`config.mk`:
```
export PLATFORM = sky130hd
export DESIGN_NAME = cts_sequencer
export DESIGN_NICKNAME = d
export VERILOG_FILES = /design/src/core/cts_pkg.sv /design/src/core/cts_sequencer.sv /design/src/core/cts_stack.sv /design/src/core/cts_timer.sv
export SDC_FILE = /design/constraint.sdc
export NUM_CORES = 2
export LEC_CHECK = 0
export ABC_AREA = 1
export BUFFER_PORTS_ARGS = -buffer_cell sky130_fd_sc_hd__buf_2
export CAP_MARGIN = 0
export CORE_MARGIN = 2
export CORE_UTILIZATION = 62
export CTS_BUF_LIST = sky130_fd_sc_hd__clkbuf_4
export CTS_CLUSTER_DIAMETER = 60
export CTS_CLUSTER_SIZE = 40
export DETAILED_ROUTE_END_ITERATION = 7
export HOLD_SLACK_MARGIN = 0.02
export PLACE_DENSITY = 0.8
export SKIP_CTS_REPAIR_TIMING = 1
export SYNTH_ARGS = -nofsm -noshare
export SYNTH_HDL_FRONTEND = slang
export SYNTH_SLANG_ARGS = --single-unit
```
`constraint.sdc`:
```
create_clock -name clock -period 20 [get_ports clock]
set_clock_uncertainty 0.2 [all_clocks]
set_input_delay 4 -clock clock [delete_from_list [all_inputs] [get_ports clock]]
set_output_delay 4 -clock clock [all_outputs]
set_load 0.02 [all_outputs]
```
`src/core/cts_pkg.sv`:
```
// Shared constants and types for the core timer interrupt sequencer
package cts_pkg;
  localparam int DATA_W = 32;
  localparam int NUM_IRQ = 32;
  localparam int IDX_W = 5;
  localparam int VEC_SHIFT = 2;
  localparam logic [4:0] TMZH_BIT = 5'h04;
  localparam logic [4:0] TMZL_BIT = 5'h1c;
  localparam logic [4:0] ARITH_BIT = 5'h1d;
  localparam logic [4:0] IRQ2_BIT = 5'h08;
  localparam logic [4:0] IRQ1_BIT = 5'h09;
  localparam logic [4:0] IRQ0_BIT = 5'h0a;
  localparam logic [4:0] RUN_EN_BIT = 5'h05;
  localparam logic [4:0] GLOB_EN_BIT = 5'h0c;
  localparam logic [4:0] NEST_EN_BIT = 5'h0b;
  localparam logic [31:0] NONMASK = 32'h0000_0003;
  localparam logic [31:0] MODE_CONTROL_ONE_RST = 32'h0000_0000;
  localparam logic [31:0] MODE_CONTROL_TWO_RST = 32'h0000_0000;
  localparam logic [2:0] PIN_CYC = 3'h4;
  localparam logic [2:0] PIN_ONE = 3'h1;
  typedef enum logic [2:0] {
    CTS_REG_COUNT = 3'h0,
    CTS_REG_PERIOD = 3'h1,
    CTS_REG_MODE_CONTROL_ONE = 3'h2,
    CTS_REG_MODE_CONTROL_TWO = 3'h3,
    CTS_REG_LATCH = 3'h4,
    CTS_REG_MASK = 3'h5,
    CTS_REG_MASKP = 3'h6
  } cts_reg_sel_t;
  typedef struct packed {
    logic wr;
    logic rd;
    cts_reg_sel_t sel;
    logic [31:0] data;
  } cts_ureg_req_t;
  typedef struct packed {
    logic [31:0] astat;
    logic [31:0] mode_control_one;
  } cts_status_t;
  typedef enum logic [2:0] {
    CTS_S_RUN = 3'b001,
    CTS_S_BR1 = 3'b010,
    CTS_S_BR2 = 3'b100
  } cts_state_t;
endpackage : cts_pkg

```
`src/core/cts_sequencer.sv`:
```
// Core timer and interrupt response sequencer top level
//
// Overview of operation
// - Enabled timer decrements the countdown value every core clock.
// - At zero with timer enabled raise interrupt, expiry pin high four cycles.
// - Cycle after zero, countdown reloads from the reload period register.
// - Interval between timer interrupts equals period plus one cycles.
// - Mode control two bit 5 runs (1) or halts (0) the timer.
// - Enable and disable both take effect one cycle late.
// - Each expiry sets both a high and a low priority timer request.
// - Reads leave timer alone; countdown write beats reload and decrement.
// - Respond only if active, unmasked, globally enabled, nothing higher pending.
// - Three prioritised external inputs, each maskable, edge or level sensitive.
// - Vectors spaced four locations apart, each with own latch and mask bit.
// - Entry outputs vector, pushes return, pushes status for external/timer, clears latch, nests.
// - Latch bit of the routine in service is cleared every cycle until return.
// - Return branches to stack top, pops, pops status if pushed, clears pointer.
// - Return stack is empty after reset.
// - Forced latch write is recognised next cycle, then two branch cycles.
// - Response stages: one latch cycle, one recognition, two branch cycles.
// - One instruction completes; next two are aborted during vector fetch.
// - Arithmetic exception processing starts two cycles after the exception.
// - External pin requests have a three-cycle latency.
// - High priority timer request uses bit 4 and vector 0x10.
module cts_sequencer #(
  parameter int ADDR_W = 24,
  parameter int STACK_DEPTH = 30
) (
  input wire logic clock,
  input wire logic rstn,
  input wire logic ce,
  input wire cts_pkg::cts_ureg_req_t ureg_req,
  input wire logic [2:0] ext_irq_pins_n,
  input wire logic arith_exc,
  input wire logic [31:0] arith_status_x,
  input wire logic [ADDR_W-1:0] pc_in,
  input wire logic core_active,
  input wire logic hold_off,
  input wire logic return_from_interrupt,
  output logic [31:0] reg_rdata,
  output logic [ADDR_W-1:0] vector_addr,
  output logic vector_valid,
  output logic abort_fetch,
  output logic [ADDR_W-1:0] ret_addr,
  output logic ret_valid,
  output logic status_restore,
  output logic [31:0] arith_status_x_out,
  output logic timer_expired_pin
);
  localparam int PUSH_W = ADDR_W;

  if (ADDR_W < cts_pkg::IDX_W + cts_pkg::VEC_SHIFT + 1) begin : g_chk
    $error("address width too small for vector table");
  end

  // Lowest set bit is the highest priority; msb flags a hit
  function automatic logic [5:0] cts_first_set(input logic [31:0] v);
    logic [5:0] r;
    r = '0;
    for (int i = cts_pkg::NUM_IRQ - 1; i >= 0; i--) begin
      if (v[i]) r = {1'b1, 5'(i)};
    end
    return r;
  endfunction : cts_first_set

  function automatic logic cts_pushes_status(input logic [4:0] idx);
    return idx == cts_pkg::TMZH_BIT || idx == cts_pkg::TMZL_BIT ||
      idx == cts_pkg::IRQ2_BIT || idx == cts_pkg::IRQ1_BIT ||
      idx == cts_pkg::IRQ0_BIT;
  endfunction : cts_pushes_status

  cts_pkg::cts_state_t state_r;
  logic [31:0] mode_control_one_r;
  logic [31:0] mode_control_two_r;
  logic [31:0] latch_r;
  logic [31:0] latch_nxt;
  logic [31:0] mask_r;
  logic [31:0] maskp_r;
  logic [2:0] pin_samp_r;
  logic [2:0] pin_prev_r;
  logic [2:0] ext_hit;
  logic sticky_r;
  logic [4:0] take_idx_r;
  logic [31:0] hw_set;
  logic [31:0] block;
  logic [31:0] eligible;
  logic [5:0] pick;
  logic [5:0] inserv;
  logic take;
  logic do_rti;
  logic [31:0] t_count;
  logic [31:0] t_period;
  logic t_zero;
  logic t_pin;
  logic [ADDR_W-1:0] rs_top;
  logic rs_empty;
  cts_pkg::cts_status_t st_din;
  cts_pkg::cts_status_t st_top;
  logic st_push;
  logic st_pop;
  logic wr_cnt;
  logic wr_per;

  assign wr_cnt = ureg_req.wr && ureg_req.sel == cts_pkg::CTS_REG_COUNT;
  assign wr_per = ureg_req.wr && ureg_req.sel == cts_pkg::CTS_REG_PERIOD;

  cts_timer #(
    .W(cts_pkg::DATA_W)
  ) u_timer (
    .clock(clock),
    .rstn(rstn),
    .ce(ce),
    .run_en(mode_control_two_r[cts_pkg::RUN_EN_BIT]),
    .cnt_we(wr_cnt),
    .per_we(wr_per),
    .wdata(ureg_req.data),
    .count(t_count),
    .period(t_period),
    .zero_hit(t_zero),
    .pin(t_pin)
  );

  always_ff @(posedge clock or negedge rstn) begin
    if (!rstn) timer_expired_pin <= 1'b0;
    else if (ce) timer_expired_pin <= t_pin;
  end

  // External pins: sample stage, then edge or level detect into latch
  always_ff @(posedge clock or negedge rstn) begin
    if (!rstn) begin
      pin_samp_r <= 3'h7;
      pin_prev_r <= 3'h7;
      sticky_r <= 1'b0;
    end else if (ce) begin
      pin_samp_r <= ext_irq_pins_n;
      pin_prev_r <= pin_samp_r;
      sticky_r <= arith_exc;
    end
  end

  for (genvar k = 0; k < 3; k++) begin : g_ext
    assign ext_hit[k] = mode_control_two_r[k] ? (pin_prev_r[k] && !pin_samp_r[k])
                                   : !pin_samp_r[k];
  end

  always_comb begin
    hw_set = '0;
    hw_set[cts_pkg::IRQ0_BIT] = ext_hit[0];
    hw_set[cts_pkg::IRQ1_BIT] = ext_hit[1];
    hw_set[cts_pkg::IRQ2_BIT] = ext_hit[2];
    hw_set[cts_pkg::TMZH_BIT] = t_zero;
    hw_set[cts_pkg::TMZL_BIT] = t_zero;
    hw_set[cts_pkg::ARITH_BIT] = sticky_r;
  end

  // Nesting limits blocking to equal and lower priority
  assign inserv = cts_first_set(maskp_r);
  always_comb begin
    if (!inserv[5]) block = '0;
    else if (mode_control_one_r[cts_pkg::NEST_EN_BIT]) block = ~((32'h1 << inserv[4:0]) - 32'h1);
    else block = '1;
  end

  assign eligible = latch_r & (mask_r | cts_pkg::NONMASK) & ~block;
  assign pick = cts_first_set(eligible);
  assign take = state_r == cts_pkg::CTS_S_RUN && pick[5] && core_active &&
                mode_control_one_r[cts_pkg::GLOB_EN_BIT] && !hold_off;
  assign do_rti = state_r == cts_pkg::CTS_S_RUN && !take &&
                  return_from_interrupt && inserv[5] && !rs_empty;

  // Software write, then hardware sets win, then in-service clear
  always_comb begin
    latch_nxt = latch_r;
    if (ureg_req.wr && ureg_req.sel == cts_pkg::CTS_REG_LATCH) begin
      latch_nxt = ureg_req.data;
    end
    latch_nxt = latch_nxt | hw_set;
    if (inserv[5]) latch_nxt[inserv[4:0]] = 1'b0;
    if (take) latch_nxt[pick[4:0]] = 1'b0;
  end

  always_ff @(posedge clock or negedge rstn) begin
    if (!rstn) latch_r <= '0;
    else if (ce) latch_r <= latch_nxt;
  end

  always_ff @(posedge clock or negedge rstn) begin
    if (!rstn) begin
      mode_control_one_r <= cts_pkg::MODE_CONTROL_ONE_RST;
      mode_control_two_r <= cts_pkg::MODE_CONTROL_TWO_RST;
      mask_r <= '0;
    end else if (ce) begin
      if (ureg_req.wr && ureg_req.sel == cts_pkg::CTS_REG_MODE_CONTROL_TWO) mode_control_two_r <= ureg_req.data;
      if (ureg_req.wr && ureg_req.sel == cts_pkg::CTS_REG_MASK) mask_r <= ureg_req.data;
      if (do_rti && cts_pushes_status(inserv[4:0])) mode_control_one_r <= st_top.mode_control_one;
      else if (ureg_req.wr && ureg_req.sel == cts_pkg::CTS_REG_MODE_CONTROL_ONE) begin
        mode_control_one_r <= ureg_req.data;
      end
    end
  end

  always_ff @(posedge clock or negedge rstn) begin
    if (!rstn) maskp_r <= '0;
    else if (ce) begin
      if (take) maskp_r[pick[4:0]] <= 1'b1;
      else if (do_rti) maskp_r[inserv[4:0]] <= 1'b0;
      else if (ureg_req.wr && ureg_req.sel == cts_pkg::CTS_REG_MASKP) begin
        maskp_r <= ureg_req.data;
      end
    end
  end

  // Register reads have no side effects
  always_ff @(posedge clock or negedge rstn) begin
    if (!rstn) reg_rdata <= '0;
    else if (ce && ureg_req.rd) begin
      case (ureg_req.sel)
        cts_pkg::CTS_REG_COUNT: reg_rdata <= t_count;
        cts_pkg::CTS_REG_PERIOD: reg_rdata <= t_period;
        cts_pkg::CTS_REG_MODE_CONTROL_ONE: reg_rdata <= mode_control_one_r;
        cts_pkg::CTS_REG_MODE_CONTROL_TWO: reg_rdata <= mode_control_two_r;
        cts_pkg::CTS_REG_LATCH: reg_rdata <= latch_r;
        cts_pkg::CTS_REG_MASK: reg_rdata <= mask_r;
        cts_pkg::CTS_REG_MASKP: reg_rdata <= maskp_r;
        default: reg_rdata <= '0;
      endcase
    end
  end

  // Return and status stacks
  assign st_din = '{astat: arith_status_x, mode_control_one: mode_control_one_r};
  assign st_push = take && cts_pushes_status(pick[4:0]);
  assign st_pop = do_rti && cts_pushes_status(inserv[4:0]);

  cts_stack #(
    .W(PUSH_W),
    .DEPTH(STACK_DEPTH)
  ) u_ret_stack (
    .clock(clock),
    .rstn(rstn),
    .ce(ce),
    .push(take),
    .pop(do_rti),
    .din(pc_in),
    .top(rs_top),
    .empty(rs_empty)
  );

  cts_stack #(
    .W($bits(cts_pkg::cts_status_t)),
    .DEPTH(STACK_DEPTH)
  ) u_stat_stack (
    .clock(clock),
    .rstn(rstn),
    .ce(ce),
    .push(st_push),
    .pop(st_pop),
    .din(st_din),
    .top(st_top),
    .empty()
  );

  // Response sequencing: recognition in RUN, then two branch cycles
  always_ff @(posedge clock or negedge rstn) begin
    if (!rstn) begin
      state_r <= cts_pkg::CTS_S_RUN;
      take_idx_r <= '0;
    end else if (ce) begin
      case (state_r)
        cts_pkg::CTS_S_RUN: begin
          if (take) begin
            state_r <= cts_pkg::CTS_S_BR1;
            take_idx_r <= pick[4:0];
          end
        end
        cts_pkg::CTS_S_BR1: state_r <= cts_pkg::CTS_S_BR2;
        cts_pkg::CTS_S_BR2: state_r <= cts_pkg::CTS_S_RUN;
        default: state_r <= cts_pkg::CTS_S_RUN;
      endcase
    end
  end

  always_ff @(posedge clock or negedge rstn) begin
    if (!rstn) begin
      vector_addr <= '0;
      vector_valid <= 1'b0;
      abort_fetch <= 1'b0;
    end else if (ce) begin
      vector_valid <= take;
      if (take) begin
        vector_addr <= ADDR_W'(pick[4:0]) << cts_pkg::VEC_SHIFT;
      end
      abort_fetch <= take || state_r == cts_pkg::CTS_S_BR1;
    end
  end

  always_ff @(posedge clock or negedge rstn) begin
    if (!rstn) begin
      ret_addr <= '0;
      ret_valid <= 1'b0;
      status_restore <= 1'b0;
      arith_status_x_out <= '0;
    end else if (ce) begin
      ret_valid <= do_rti;
      status_restore <= st_pop;
      if (do_rti) ret_addr <= rs_top;
      if (st_pop) arith_status_x_out <= st_top.astat;
    end
  end
endmodule : cts_sequencer

```
`src/core/cts_stack.sv`:
```
// Small LIFO memory with registered top-of-stack read data
module cts_stack #(
  parameter int W = 32,
  parameter int DEPTH = 30
) (
  input wire logic clock,
  input wire logic rstn,
  input wire logic ce,
  input wire logic push,
  input wire logic pop,
  input wire logic [W-1:0] din,
  output logic [W-1:0] top,
  output logic empty
);
  localparam int PW = $clog2(DEPTH + 1);
  localparam logic [PW-1:0] P_ONE = PW'(1);
  localparam logic [PW-1:0] P_TWO = PW'(2);
  localparam logic [PW-1:0] P_FULL = PW'(DEPTH);
  logic [W-1:0] mem [DEPTH];
  logic [PW-1:0] sp_r;

  if (DEPTH < 2) begin : g_chk
    $error("cts_stack depth below two");
  end

  always_ff @(posedge clock) begin
    if (ce && push && sp_r != P_FULL) begin
      mem[sp_r] <= din;
    end
  end

  always_ff @(posedge clock or negedge rstn) begin
    if (!rstn) begin
      sp_r <= '0;
      top <= '0;
      empty <= 1'b1;
    end else if (ce) begin
      if (push && sp_r != P_FULL) begin
        sp_r <= sp_r + P_ONE;
        top <= din;
        empty <= 1'b0;
      end else if (pop && sp_r != '0) begin
        sp_r <= sp_r - P_ONE;
        top <= (sp_r >= P_TWO) ? mem[sp_r - P_TWO] : '0;
        empty <= (sp_r == P_ONE);
      end
    end
  end
endmodule : cts_stack

```
`src/core/cts_timer.sv`:
```
// Interval down-counter with reload and expiry pin stretch
module cts_timer #(
  parameter int W = 32
) (
  input wire logic clock,
  input wire logic rstn,
  input wire logic ce,
  input wire logic run_en,
  input wire logic cnt_we,
  input wire logic per_we,
  input wire logic [W-1:0] wdata,
  output logic [W-1:0] count,
  output logic [W-1:0] period,
  output logic zero_hit,
  output logic pin
);
  logic en_d_r;
  logic [2:0] pin_cnt_r;

  if (W < 2) begin : g_chk
    $error("cts_timer width too small");
  end

  // Enable acts one cycle late in both directions
  always_ff @(posedge clock or negedge rstn) begin
    if (!rstn) en_d_r <= 1'b0;
    else if (ce) en_d_r <= run_en;
  end

  assign zero_hit = en_d_r && count == '0 && !cnt_we;

  always_ff @(posedge clock or negedge rstn) begin
    if (!rstn) begin
      count <= '0;
      period <= '0;
    end else if (ce) begin
      if (per_we) period <= wdata;
      if (cnt_we) count <= wdata;
      else if (en_d_r && count == '0) count <= period;
      else if (en_d_r) count <= count - W'(1);
    end
  end

  always_ff @(posedge clock or negedge rstn) begin
    if (!rstn) begin
      pin_cnt_r <= '0;
      pin <= 1'b0;
    end else if (ce) begin
      if (zero_hit) pin_cnt_r <= cts_pkg::PIN_CYC;
      else if (pin_cnt_r != '0) pin_cnt_r <= pin_cnt_r - cts_pkg::PIN_ONE;
      pin <= zero_hit || pin_cnt_r > cts_pkg::PIN_ONE;
    end
  end
endmodule : cts_timer

```
==> results.md <==
- Slew HR: 9.83%
- CTS max path bufs: 3
- Crit path DAT: 10.86 ns
- Met2 routed wirelength: 161000 um
- Final Critical Period: 10.01 ns
- Period utilization: 50.1%
- Via count: 83645
- Fraction of layout cells with a size suffix above 1: 8.59%
- Top sig layer: met5
- Number of routed nets with antenna violations: 0
- Filler-free cell count of the finished design: 12059
- Area grow syn2layout: 5.52%
- Hold path depth: 2
- Net switching power: 0.00402 W
- Synth Instances: 9379
- Final Wtd Congestion: 0.926
- Worst Tran Pin Value: 1.35 ns
- Max-cap viol count: 0
- Pwr dens: 97.7 nW/um^2
- CTS Buf Count: 155
- Syn. warnings: 0
- Final setup viols: 0
- EDFF count, synth: 2640
- Final HPWL DP: 201000 um
- Number of cell rows: 163
- Outcome: complete, no violations
- Later-pin clock latency in the skew report: 1.50 ns
- Initial DRC count: 14555
- Clk network pwr share: 22.3%
- Top reg by flops: u_stat_stack.mem
- Asr flop ratio synth: 14.2%
- Slew Viols, Final: 0
- Drc violations: 0
- Core footprint: 197000 sq um
- WL met1: 129000 um
- DIE AREA: 201000 sq um
- Die height: 449 um
- Sequential fraction of the synthesis area: 73.5%
- Met3 wire length: 46700 um
- Max Clock Freq: 99.9 MHz
- Max Fanout on Critical Path: 44
- Clock root buffer master: clkbuf_4
- GRT overflow: 0
- Slowest CP cell: nor2_4
- Net Sw Frac: 31.8%
- WL per Instance: 29.2 um
- Reg2Reg Depth: 62
- GRT Total Usage: 34.3%
- Startpoint Class: flip-flop
- Main synth FF type: edfxtp_1
- Sequential share of power: 60.0%
- Worst Setup Path Type: flip-flop to flip-flop
- Number of detailed-route iterations in the first pass: 6
- Clock sinks: 3076
- Max reg flops: 1920
- Worst hold path class: flip-flop to flip-flop
- Top Registers: u_stat_stack.mem: 1920 flops, u_ret_stack.mem: 720 flops, u_stat_stack.top: 64 flops
- Final Hold Fails: 0
- Largest net degree at the start of global routing: 233
- Fill count: 13731
- Leakage: 44.2 nW
- Clock Pin Slew Worst Setup and Hold Paths: 0.28 ns
- Worst Setup SP: maskp_r[30]
- Slowest stage delay, CP: 1.07 ns
- Layout net count: 9390
- Peak supply drop: 0.115 mV
- Flops & latches, synth: 3076
- First-pass GRT wire length: 517000 um
- # port buffers: 200
- Combinational share of power: 17.7%
- I/O pin count: 220
- RSZ-0062 raised after global routing: no
- Die width: 449 um
- Vias in the first global route: 79359
- Average cell area after synthesis: 13.1 sq um
- Post-route setup TNS: 0 ns
- Worst path required time: 20.84 ns
- Worst reg2reg startpoint: maskp_r[30]
- Htree depth: 4
- Antenna violations before repair: 24
- CTS tree: done
- Vias per inst: 6.94
- Placed Cells: 11752
- Synth cell types: 66
- Internal power: 0.00863 W
- Hold wc startpoint: u_ret_stack.top[22]
- DRT Wirelength: 353000 um
- Initial core utilization: 62.3%
- Most common cell on crit path: nand2_1
- Cell Area, Synth: 123000 sq um
- CP Capture Type: flip-flop
placed cells by master, fill, tap and decap left out, drive strengths merged, types with 30 or more instances in the layout:
cell type	count
a21oi	234
xor2	33
a32oi	32
dfrtp	428
o22ai	76
nor2	572
a32o	45
a31oi	158
clkbuf	162
edfxtp	2640
o2111ai	30
o21ai	818
inv	402
o221ai	157
a221oi	59
o211ai	136
buf	359
nor3	42
nand3	583
nand4	128
clkinv	55
nand2	1407
a22oi	704
critical path: cells and delay by family (launching register included):
kind	cells	cell delay, ns
AND/OR/NAND/NOR	53	6.15
AO/OA/AOI/OAI	3	0.72
buffers and inverters	5	1.82
adder cells (fa/ha/maj)	1	0.21
flip-flops	1	0.45
power by group through the flow:
stage | clock [W] | combinational, W | sequential (W)
after floorplan | 0 | 0.00131 | 0.00763
after global placement | 0 | 0.00211 | 0.00771
after detailed placement | 0 | 0.00217 | 0.00772
after CTS | 0.00283 | 0.00217 | 0.00758
after global routing | 0.00304 | 0.00239 | 0.00762
final | 0.00282 | 0.00223 | 0.00759
area by class of cell:
class / instances / area (sq um) / area share (%)
sequential: 3076 / 90200 / 69.7
antenna: 17 / 42.5 / 0.0329
inverter: 350 / 1350 / 1.04
tap: 2640 / 3300 / 2.55
clock buffer: 162 / 1220 / 0.939
multi-input combinational: 5327 / 29100 / 22.5
clock inverter: 128 / 1890 / 1.46
timing repair buffer: 359 / 2330 / 1.80
final timing paths:
path	slack, ns	endpoint
setup / recovery	9.99	u_stat_stack.mem[4][49]
hold / removal	0.29	ret_addr[22]
setup reg to reg	9.99	u_stat_stack.mem[4][49]
hold reg to reg	0.29	ret_addr[22]
max in group asynchronous	15.26	u_stat_stack.top[49]
min in group asynchronous	2.31	u_ret_stack.top[20]
cells by family after synthesis:
kind of cell,after synthesis,synth area share (%)
AO/OA/AOI/OAI,2496,13.3
XOR/XNOR,37,0.264
adder cells (fa/ha/maj),18,0.190
buffers and inverters,994,3.20
flip-flops,3076,73.5
multiplexers,1,0.00816
other,1,0.00306
AND/OR/NAND/NOR,2756,9.51
cells in the mapped netlist (all sizes together) (2+ instances only):
master | count | area (sq um)
a211oi | 4 | 30.0
a21o | 7 | 52.6
a21oi | 234 | 1170
a221o | 3 | 30.0
a221oi | 59 | 517
a22o | 14 | 123
a22oi | 704 | 5290
a311o | 2 | 20.0
a311oi | 7 | 61.3
a31oi | 158 | 988
a32o | 45 | 450
a32oi | 32 | 280
buf | 104 | 581
clkbuf | 540 | 2030
clkinv | 9 | 35.0
dfrtp | 428 | 10700
dfstp | 8 | 210
edfxtp | 2640 | 79300
ha | 17 | 213
inv | 341 | 1280
nand2 | 1407 | 5350
nand3 | 583 | 2930
nand4 | 128 | 801
nor2 | 572 | 2200
nor3 | 42 | 220
nor4 | 18 | 134
o2111ai | 30 | 263
o211ai | 136 | 1030
o21ai | 818 | 4100
o221ai | 157 | 1380
o22ai | 76 | 475
o31ai | 3 | 22.5
or2 | 3 | 18.8
xnor2 | 4 | 35.0
xor2 | 33 | 289
metrics by stage:
step	hold slack (ns)	instance area [sq um]	total power (W)	util [%]	setup slack (ns)
final	0.286	129000	0.0126	65.7	9.99
after global routing	0.317	129000	0.0130	65.7	9.27
after CTS	0.305	129000	0.0126	65.7	10.12
after detailed placement	0.254	126000	0.00989	64.1	10.11
after global placement	0.256	126000	0.00982	64.1	10.10
after floorplan	0.242	123000	0.00894	-	11.64
layer usage:
layer / GRT usage, % / up-vias
met3: 7.54 / 906
met1: 48.8 / 41079
met2: 51.8 / 6509
li1: - / 35141
met4: 14.8 / 10
met5: 0 / -
(Power assumes the default switching activity.)
